File: config.mk
export PLATFORM = sky130hd
export DESIGN_NAME = crs_sequencer
export DESIGN_NICKNAME = d
export VERILOG_FILES = /design/src/rtl/crs_code_decoder.v /design/src/rtl/crs_sequencer.v
export VERILOG_INCLUDE_DIRS = /design/src /design/src/common
export SDC_FILE = /design/constraint.sdc
export NUM_CORES = 1
export LEC_CHECK = 0
export ABC_CLOCK_PERIOD_IN_PS = 7000
export BUFFER_PORTS_ARGS = -buffer_cell sky130_fd_sc_hd__buf_4
export CELL_PAD_IN_SITES_DETAIL_PLACEMENT = 1
export CELL_PAD_IN_SITES_GLOBAL_PLACEMENT = 2
export CORE_MARGIN = 2
export CORE_UTILIZATION = 30
export DETAILED_ROUTE_END_ITERATION = 10
export PLACE_DENSITY = 0.71
export SYNTH_ARGS = -nofsm -noshare
export SYNTH_HDL_FRONTEND = slang
export SYNTH_SLANG_ARGS = --single-unit
File: constraint.sdc
create_clock -name sys_clk -period 7 [get_ports sys_clk]
set_clock_uncertainty 0.2 [all_clocks]
set_input_delay 2.1 -clock sys_clk [delete_from_list [all_inputs] [get_ports sys_clk]]
set_output_delay 2.1 -clock sys_clk [all_outputs]
set_load 0.05 [all_outputs]
File: src/common/crs_defines.vh
/*
 * constants of the core regulator start-up sequencer: clock rate, start-up
 * timing, boot level and voltage code decode.
 * assumes the sequencer clock runs at the rate given here.
 */
`ifndef CRS_DEFINES_VH
`define CRS_DEFINES_VH

// ----------------------------------------------------------------------------
// clock
// ----------------------------------------------------------------------------
`define CRS_CLK_MHZ 125

// ----------------------------------------------------------------------------
// start-up timing
// ----------------------------------------------------------------------------
`define CRS_T_START_US 100
`define CRS_START_CYC (`CRS_T_START_US * `CRS_CLK_MHZ)
`define CRS_T_POWER_GOOD_OUT_US 6800
`define CRS_POWER_GOOD_OUT_CYC (`CRS_T_POWER_GOOD_OUT_US * `CRS_CLK_MHZ)
`define CRS_T_POWER_GOOD_OUT_SEQ_US 7000
`define CRS_CLKEN_CYC 13
`define CRS_CNT_W 20

// ----------------------------------------------------------------------------
// voltage levels, in units of 0.1 mV
// ----------------------------------------------------------------------------
`define CRS_MV_W 14
`define CRS_BOOT_LEVEL 14'd12000
`define CRS_CODE_ZERO_LEVEL 14'd15000
`define CRS_CODE_STEP 14'd125
`define CRS_CODE_LAST 7'h6f
`define CRS_NEAR_WINDOW_MV 20

// ----------------------------------------------------------------------------
// soft-start slew currents in microamperes, fast slew rate in mV per us
// ----------------------------------------------------------------------------
`define CRS_SLEW_SLOW_UA 41
`define CRS_SLEW_FAST_UA 200
`define CRS_SLEW_FAST_MV_PER_US 10

`endif

File: src/rtl/crs_code_decoder.v
/*
 * decoder from the 7-bit voltage code to a target level in 0.1 mV units.
 * assumes a code already synchronised to the caller's clock.
 */
`include "crs_defines.vh"

module crs_code_decoder (
    input wire [6:0] voltage_code,
    output wire [`CRS_MV_W-1:0] target_level
);

    // ------------------------------------------------------------------------
    // decode
    // ------------------------------------------------------------------------
    wire [`CRS_MV_W-1:0] code_wide; // code widened to the level width
    wire [`CRS_MV_W-1:0] drop; // total drop below the zero-code level

    assign code_wide = {{(`CRS_MV_W-7){1'b0}}, voltage_code}; // RULE10
    assign drop = code_wide * `CRS_CODE_STEP;
    // codes past the table bottom give zero volts
    assign target_level = (voltage_code > `CRS_CODE_LAST) ? {`CRS_MV_W{1'b0}} :
        (`CRS_CODE_ZERO_LEVEL - drop); // RULE9

endmodule // crs_code_decoder

File: src/rtl/crs_sequencer.v
/*
 * start-up sequencer of a single-phase core regulator: boot ramp, clock
 * enable, slew to the coded target, power good and conduction mode select.
 * assumes all control inputs are asynchronous pins and that the analog loop
 * reports through output_voltage_sense when the output is near the reference.
 */
// What this block does
// (RULE1) start only with supply good and enable high
// (RULE2) after about 100 us ramp to 1.2 V boot
// (RULE3) force continuous conduction during start-up, ignore mode inputs
// (RULE4) boot ramp uses the slow 41 uA slew
// (RULE5) near boot, count 13 clocks, drive clock enable low
// (RULE6) then fast 200 uA slew to the coded target
// (RULE7) power good about 7 ms into start-up
// (RULE8) after start-up target follows the voltage code
// (RULE9) code zero is 1.5000 V, step 12.5 mV down
// (RULE10) code bit 0 is least significant bit
// (RULE11) clock enable low to power good: 6.8 ms
// (RULE12) enable or supply loss returns to idle
`include "crs_defines.vh"

module crs_sequencer #(
    parameter [`CRS_CNT_W-1:0] START_CYC = `CRS_START_CYC,
    parameter [`CRS_CNT_W-1:0] POWER_GOOD_OUT_CYC = `CRS_POWER_GOOD_OUT_CYC
) (
    input wire sys_clk,
    input wire rstn,
    input wire supply_ok_in,
    input wire regulator_enable_in,
    input wire [6:0] voltage_code,
    input wire output_voltage_sense,
    input wire sleep_wake_n,
    input wire forced_diode_emulation_in,
    output wire [`CRS_MV_W-1:0] reference_level,
    output wire soft_ramp_en,
    output wire slew_fast,
    output wire continuous_conduction,
    output wire diode_emulation,
    output wire enhanced_diode_emulation,
    output wire clock_enable_n,
    output wire power_good_out,
    output wire power_good_oe
);

    // ------------------------------------------------------------------------
    // states
    // ------------------------------------------------------------------------
    localparam [2:0] ST_IDLE = 3'h0; // waiting for supply and enable
    localparam [2:0] ST_DELAY = 3'h1; // pause before the boot ramp
    localparam [2:0] ST_RAMP = 3'h2; // slow ramp to boot level
    localparam [2:0] ST_COUNT = 3'h3; // near boot, counting clocks
    localparam [2:0] ST_SLEW = 3'h4; // fast slew, power good pending
    localparam [2:0] ST_RUN = 3'h5; // regulating, power good high

    // ------------------------------------------------------------------------
    // input synchronisers
    // ------------------------------------------------------------------------
    localparam SYNC_W = 12;
    wire [SYNC_W-1:0] pins_async; // raw pin levels
    reg [SYNC_W-1:0] sync1_q; // first stage, read only by sync2_q
    reg [SYNC_W-1:0] sync2_q; // safe levels

    assign pins_async = {forced_diode_emulation_in, sleep_wake_n, output_voltage_sense,
        voltage_code, regulator_enable_in, supply_ok_in};

    // two flops on every pin
    always @(posedge sys_clk or negedge rstn) begin
        if (!rstn) begin
            sync1_q <= {SYNC_W{1'b0}};
            sync2_q <= {SYNC_W{1'b0}};
        end else begin
            sync1_q <= pins_async;
            sync2_q <= sync1_q;
        end
    end

    wire supply_ok = sync2_q[0]; // supply above power-on threshold
    wire enable_on = sync2_q[1]; // regulator enable seen high
    wire [6:0] code_s = sync2_q[8:2]; // synchronised voltage code
    wire near_ref = sync2_q[9]; // output within window of reference
    wire wake_n = sync2_q[10]; // low in deeper sleep
    wire fde = sync2_q[11]; // forced diode emulation request
    wire run_ok = supply_ok & enable_on; // RULE1

    // ------------------------------------------------------------------------
    // code decode
    // ------------------------------------------------------------------------
    wire [`CRS_MV_W-1:0] code_level; // decoded target level

    crs_code_decoder u_decoder (
        .voltage_code(code_s),
        .target_level(code_level)
    );

    // ------------------------------------------------------------------------
    // sequencer state and counter
    // ------------------------------------------------------------------------
    reg [2:0] state_q; // current state
    reg [2:0] state_d; // next state
    reg [`CRS_CNT_W-1:0] cnt_q; // cycles spent in the current state
    reg [`CRS_CNT_W-1:0] cnt_d; // next count

    // next state
    always @* begin
        state_d = state_q;
        cnt_d = cnt_q + 1'b1;
        if (!run_ok) begin
            state_d = ST_IDLE; // RULE12
            cnt_d = {`CRS_CNT_W{1'b0}};
        end else begin
            case (state_q)
                ST_IDLE: begin
                    state_d = ST_DELAY; // RULE1
                    cnt_d = {`CRS_CNT_W{1'b0}};
                end
                ST_DELAY: begin
                    if (cnt_q == START_CYC - 1'b1) begin
                        state_d = ST_RAMP; // RULE2
                        cnt_d = {`CRS_CNT_W{1'b0}};
                    end
                end
                ST_RAMP: begin
                    if (near_ref) begin
                        state_d = ST_COUNT; // RULE5
                        cnt_d = {`CRS_CNT_W{1'b0}};
                    end
                end
                ST_COUNT: begin
                    if (cnt_q == `CRS_CLKEN_CYC - 1) begin
                        state_d = ST_SLEW; // RULE5
                        cnt_d = {`CRS_CNT_W{1'b0}};
                    end
                end
                ST_SLEW: begin
                    if (cnt_q == POWER_GOOD_OUT_CYC - 1'b1) begin
                        state_d = ST_RUN; // RULE11 RULE7
                        cnt_d = {`CRS_CNT_W{1'b0}};
                    end
                end
                ST_RUN: begin
                    cnt_d = cnt_q; // count idles once running
                end
                default: begin
                    state_d = ST_IDLE;
                    cnt_d = {`CRS_CNT_W{1'b0}};
                end
            endcase
        end
    end

    // state registers
    always @(posedge sys_clk or negedge rstn) begin
        if (!rstn) begin
            state_q <= ST_IDLE;
            cnt_q <= {`CRS_CNT_W{1'b0}};
        end else begin
            state_q <= state_d;
            cnt_q <= cnt_d;
        end
    end

    // ------------------------------------------------------------------------
    // registered outputs
    // ------------------------------------------------------------------------
    reg [`CRS_MV_W-1:0] ref_q; // reference level to the soft-start stage
    reg ramp_q; // soft-start current on
    reg fast_q; // fast slew selected
    reg ccm_q; // continuous conduction
    reg dem_q; // diode emulation
    reg edem_q; // enhanced diode emulation
    reg clk_en_n_q; // clock enable, active low
    reg power_good_out_q; // power good

    // outputs follow the next state so they line up with it
    always @(posedge sys_clk or negedge rstn) begin
        if (!rstn) begin
            ref_q <= {`CRS_MV_W{1'b0}};
            ramp_q <= 1'b0;
            fast_q <= 1'b0;
            ccm_q <= 1'b1;
            dem_q <= 1'b0;
            edem_q <= 1'b0;
            clk_en_n_q <= 1'b1;
            power_good_out_q <= 1'b0;
        end else begin
            case (state_d)
                ST_RAMP, ST_COUNT: begin
                    ref_q <= `CRS_BOOT_LEVEL; // RULE2
                    ramp_q <= 1'b1;
                    fast_q <= 1'b0; // RULE4
                end
                ST_SLEW, ST_RUN: begin
                    ref_q <= code_level; // RULE6 RULE8
                    ramp_q <= 1'b1;
                    fast_q <= 1'b1; // RULE6
                end
                default: begin
                    ref_q <= {`CRS_MV_W{1'b0}};
                    ramp_q <= 1'b0;
                    fast_q <= 1'b0;
                end
            endcase
            // mode inputs count only once running
            if (state_d == ST_RUN) begin
                ccm_q <= wake_n;
                dem_q <= ~wake_n;
                edem_q <= ~wake_n & fde;
            end else begin
                ccm_q <= 1'b1; // RULE3
                dem_q <= 1'b0;
                edem_q <= 1'b0;
            end
            clk_en_n_q <= ~((state_d == ST_SLEW) | (state_d == ST_RUN)); // RULE5 RULE12
            power_good_out_q <= (state_d == ST_RUN); // RULE11 RULE12
        end
    end

    assign reference_level = ref_q;
    assign soft_ramp_en = ramp_q;
    assign slew_fast = fast_q;
    assign continuous_conduction = ccm_q;
    assign diode_emulation = dem_q;
    assign enhanced_diode_emulation = edem_q;
    assign clock_enable_n = clk_en_n_q;
    // open drain: pull low whenever power is not good
    assign power_good_out = 1'b0;
    assign power_good_oe = ~power_good_out_q;

endmodule // crs_sequencer

# Yosys cells after proc, flatten, opt, wreduce, memory -nomap -nowiden
# Index checks and enable logic that the tools add are counted.
# op_classes
n_addsub	2
multipliers	1
order_cmp	1
eq_ne	13
mux	19
n_bitwise	6
reduce_logical	4
# op_table
op	n
20-bit two-way mux	5
20-bit case mux with 5 select lines	1
14-bit case mux with 2 select lines	1
20-bit by 1-bit adder with 20-bit output (second input constant)	1
20-bit by 14-bit equality test with 1-bit output (second input constant)	1
20-bit equality test (second input constant)	1
20-bit by 4-bit equality test with 1-bit output (second input constant)	1
3-bit case mux with 6 select lines	1
3-bit two-way mux	5
7-bit by 7-bit multiplier with 14-bit output (second input constant)	1
14-bit two-way mux	1
14-bit subtractor (first input constant)	1
3-bit by 2-bit equality test with 1-bit output (second input constant)	4
3-bit equality test (second input constant)	4
7-bit greater-than comparator (second input constant)	1
1-bit two-way mux	5
2-bit OR reduction	2
4-bit OR reduction	1
3-bit by 1-bit equality test with 1-bit output (second input constant)	1
3-bit zero test	1
1-bit inverter	3
1-bit AND	2
2-bit inequality test (second input constant)	1
1-bit bitwise OR	1
# word_totals
ff_bits	68

# Longest topological paths before layout
# depth
depth_word	7
mapped_depth	15

# By module
# Synthesis repeated with hierarchy kept, for this count alone.
# unflattened
hier_cells	432
hier_area_um2	4342.9
# by_module_without_submodules
mod	instances	cells_per_inst	area_each_um2	seq_area_each_um2
crs_sequencer	1	252	2824.0	1704.1
crs_code_decoder	1	180	1519.0	0.0

# Worst setup path before layout
# OpenSTA, ideal clock, no wires.
# synth_path
path_type	flip-flop to flip-flop
start	register sync2_q[6]
end	register ref_q[13] (netlist: reference_level[13])
setup_ns	0.152
arrival_ns	3.814
t_required_ns	6.648
slack_ns	2.834
path_stages_with_launch	15
cell_sequence	dfrtp_1 > inv_1 > fa_1 > fa_1 > inv_1 > fa_1 > fa_1 > inv_1 > ha_1 > and2_1 > o21ai_0 > o31ai_1 > a21oi_1 > xnor2_1 > o21ai_0
# synth_between
elab_chain_len	4
elab_cells_between_ends	5
cone_classes	1 x add/sub; 1 x mul; 1 x order compare; 2 x mux
# synth_rtl
element	line_no	text
start, declared	crs_sequencer.v:61	reg [SYNC_W-1:0] sync2_q;
start signal, assigned	crs_sequencer.v:70	sync2_q <= {SYNC_W{1'b0}};
start signal, assigned	crs_sequencer.v:73	sync2_q <= sync1_q;
7-bit by 7-bit multiplier with 14-bit output (no source line)	n/a	
14-bit subtractor (no source line)	n/a	
14-bit two-way mux *	crs_code_decoder.v:21	assign target_level = (voltage_code > `CRS_CODE_LAST) ? {`CRS_MV_W{1'b0}} :
14-bit case mux with 2 select lines *	crs_sequencer.v:186	case (state_d)
end signal, assigned	crs_sequencer.v:188	ref_q <= `CRS_BOOT_LEVEL;
end signal, assigned	crs_sequencer.v:193	ref_q <= code_level;
end signal, assigned	crs_sequencer.v:198	ref_q <= {`CRS_MV_W{1'b0}};
end, declared	crs_sequencer.v:165	reg [`CRS_MV_W-1:0] ref_q;
# Every way passes the cells marked *; elsewhere a longest branch is shown, timed or not.
# A chain may end at the register's enable or synchronous reset.

# Worst setup path in the final report
# layout_path
start	register sync2_q[6]
end	register ref_q[11] (netlist: reference_level[11])
# Same word-level chain as after synthesis.

==> impl_metrics.csv <==
group,metric,value,unit
clocking,cts-hold-fix-buffers,0,
hold_path,worstHoldEndpoint,"sync2_q[1]$_DFF_PN0_",
clocking,ctsHtreeMaxLevel,3,
timing,actual_slew_at_the_worst_max_slew_pin,0.894,ns
timing,slew_headroom,40.2,%
cells_and_area,design_area,0.00491,mm^2
yosys,syn_nets,481,
drt,wl,9560,um
yosys,post_synth_num_cell_types,57,
grt,grt_pass1_wl,16500,um
setup_path,timing.critical_path.arrival,4.50,ns
timing,min_tclk_post_route,4.50,ns
clocking,clock_tree_from_tritoncts,"done",
timing,finalWorstSetupSlack,2.50,ns
power,p_leak,0.00238,uW
floorplan,dieArea,0.0148,mm^2
floorplan,initial_core_util,30.4,%
yosys,synthTopCellsByArea,"sky130_fd_sc_hd__dfrtp_1 40%, sky130_fd_sc_hd__ha_1 13%, sky130_fd_sc_hd__fa_1 9.6%, sky130_fd_sc_hd__inv_1 5.7%, sky130_fd_sc_hd__o21ai_0 3.1%",
setup_path,reg_to_reg_endpoint,"reference_level[11]$_DFF_PN0_",
cells_and_area,most-common-layout-cells,"66 x sky130_fd_sc_hd__dfrtp_1, 63 x sky130_fd_sc_hd__inv_1, 44 x sky130_fd_sc_hd__ha_1",
cells_and_area,post_route_cells_drive_above_1_share,13.9,%
placement,hpwl,7130,um
timing,tns,0,ns
yosys,ys.flop_type,"sky130_fd_sc_hd__dfrtp_1",
floorplan,core_area,0.0137,mm^2
cells_and_area,syn2layout_area_growth,17.9,%
clocking,clock_insertion_delay_at_the_later_pin_of_the_skew_report,0.34,ns
hold_path,worst_hold_startpoint,"sync1_q[1]$_DFF_PN0_",
yosys,synth_seq_cells,68,
drt,detailedRoute.firstPassIterationCount,4,
timing,fmax,222,MHz
clocking,cts.path.max_buffers,2,
setup_path,critical_path_peak_fanout,7,
grt,maximum_number_of_pins_on_one_net_before_global_route_repair,69,
yosys,yosysWarningCount,0,
drt,drt_first_iter_violations,124,
drt,drt-wirelength-per-cell,15.3,um
placement,placement.io_buffers,34,
setup_path,r2r_start,"sync2_q[6]$_DFF_PN0_",
hold_path,hold_path_depth,0,
power,power.ir.vdd_worst,0.139,mV
placement,dpl_cell_area,0.00460,mm^2
timing,rsz0062_at_grt,"no",
cells_and_area,mostFrequentLayoutCell,"sky130_fd_sc_hd__dfrtp_1",
yosys,synth_enable_flop_cells,0,
drt,vias_per_cell,4.72,
timing,finalHoldViolations,0,
floorplan,design.portCount,36,
clocking,cts.sinks,68,
yosys,asyncSetResetFlopFracSynth,100,%
clocking,cts_setup_buffers,0,
hold_path,min_path_type,"flop to flop",
floorplan,floorplan.rows,43,
clocking,post_cts.resized_instances,0,
timing,final-setup-viol-count,0,
yosys,synth_seq_area_share,40.9,%
floorplan,die-height,122,um
yosys,syn-instance-count,403,
job,maxCapViolCount,0,
timing,slew_violations,0,
grt,vias_in_the_first_global_route,3373,
floorplan,fp.dieW,122,um
run_status,status,"finished, final reports clean",
clocking,clock_input_transition_at_the_sequential_cells_of_the_worst_setup_and_hold_paths,0.06,ns
drt,post_route_ant_nets,0,
setup_path,critPathRequiredTime,7.00,ns
setup_path,crit_path_start_kind,"flop",
setup_path,regToRegSetupSlack,2.50,ns
setup_path,r2r.worst_path.cells,14,
placement,count_of_placed_standard_cells_including_taps,609,
setup_path,worstSetupEndpointType,"flop",
placement,gp_congestion,0.795,
yosys,synthesis.area,0.00416,mm^2
grt,total_congestion_overflow,0,
power,finalPower,1380,uW
grt,antenna_found_initial,0,
yosys,yosys.area.top_type_share,39.7,%
clocking,cts-buffers-inserted,9,
cells_and_area,finish.cell_count_without_fillers,625,
timing,post-route-period-util,64.3,%
power,power_per_unit_of_standard_cell_area,281,mW/mm^2
yosys,synthesis.area_per_instance,10.3,um^2
grt,track_usage,14.4,%
drt,dr_total_vias,2953,
cells_and_area,diodes,0,
clocking,cts-root-buf,"sky130_fd_sc_hd__clkbuf_16",
cells_and_area,num-nets-final,518,
yosys,yosysTopAreaCell,"sky130_fd_sc_hd__dfrtp_1",
drt,post-route-drc-count,0,
placement,placement.setup.worst_slack,2.47,ns
setup_path,timing_worst_setup_path_type,"flop to flop",
-- power by group --
group	leakage (uW)	internal (uW)	total (uW)	switching (uW)
combinational	0.00135	215	492	278
clock	0.000146	289	476	187
sequential	0.000887	402	410	7.80
-- final cells by class --
| type | instances | area (um^2) |
|---|---|---|
| well taps | 180 | 225 |
| fillers | 1556 | 8810 |
| multi-input cells | 263 | 2170 |
| flip-flops and latches | 68 | 1700 |
| clock inverters | 6 | 71.3 |
| inverters | 63 | 236 |
| repair buffers | 35 | 263 |
| clock buffers | 10 | 239 |
-- Yosys cell counts (all sizes together) (2+ instances only) --
master / number
o21a: 2
nor4: 2
a211oi: 2
a31oi: 2
nor3b: 3
nor3: 3
and2: 5
xor2: 7
dfstp: 2
a21oi: 15
or3: 6
xnor2: 9
ha: 44
dfrtp: 66
and4: 4
a21o: 5
nand2b: 7
nand2: 16
nand4: 6
fa: 20
nand3: 10
o31ai: 4
inv: 63
nor2: 25
o211ai: 2
and3: 9
nor4b: 2
clkbuf: 5
buf: 4
o21ai: 31
o21bai: 2
o32ai: 3
-- registers in the layout (all words and copies together) (netlist names), 3 cells and up --
| register | count |
|---|---|
| reference_level | 14 |
| cnt_q | 20 |
| sync2_q | 12 |
| state_q | 3 |
| sync1_q | 12 |
-- metrics by stage --
step / hold slack, ns / utilization (%)
3_5_place_dp: 0.136 / 33.5
5_1_grt: 0.161 / 35.8
4_1_cts: 0.150 / 35.8
3_3_place_gp: 0.133 / 33.5
2_1_floorplan: 0.131 / -
6_report: 0.149 / 35.8
-- critical path, stage by stage, from the launching register on --
cell and delay, ns:
sky130_fd_sc_hd__dfrtp_1 0.44, sky130_fd_sc_hd__inv_1 0.28, sky130_fd_sc_hd__fa_1 0.49, sky130_fd_sc_hd__fa_1 0.49
sky130_fd_sc_hd__inv_1 0.05, sky130_fd_sc_hd__fa_1 0.47, sky130_fd_sc_hd__fa_1 0.54, sky130_fd_sc_hd__inv_1 0.04
sky130_fd_sc_hd__ha_1 0.33, sky130_fd_sc_hd__and2_1 0.19, sky130_fd_sc_hd__o21ai_0 0.26, sky130_fd_sc_hd__o21bai_1 0.10
sky130_fd_sc_hd__a21oi_1 0.21, sky130_fd_sc_hd__xor2_1 0.18, sky130_fd_sc_hd__o21ai_0 0.09
-- logic make-up after synthesis --
group	Yosys count	share of synthesized area, %
AOI/OAI and AO/OA	78	11.8
xor gates and xnor gates	16	3.37
adders and majority gates	64	22.8
buffers and inverters	72	6.91
DFF	68	40.9
other	1	0.0901
and+or+nand+nor	104	14.1
-- how the worst max path moves through the flow --
stage	from	end	depth (start not counted)	slack [ns]
after floorplan	sync2_q[6]$_DFF_PN0_	reference_level[13]$_DFF_PN0_	14	2.83
after global placement	sync2_q[4]$_DFF_PN0_	reference_level[10]$_DFF_PN0_	14	2.64
after detailed placement	sync2_q[4]$_DFF_PN0_	reference_level[10]$_DFF_PN0_	14	2.47
after CTS	sync2_q[4]$_DFF_PN0_	reference_level[10]$_DFF_PN0_	14	2.46
after global routing	sync2_q[4]$_DFF_PN0_	reference_level[13]$_DFF_PN0_	14	2.18
final	sync2_q[6]$_DFF_PN0_	reference_level[11]$_DFF_PN0_	14	2.50
-- routing by layer --
| layer | track usage [%] | wire length (um) |
|---|---|---|
| met5 | 0 | 0 |
| met4 | 4.31 | 127 |
| met3 | 3.70 | 230 |
| met2 | 22.9 | 4590 |
| met1 | 19.4 | 4610 |
Power figures use the tool's default switching activity.
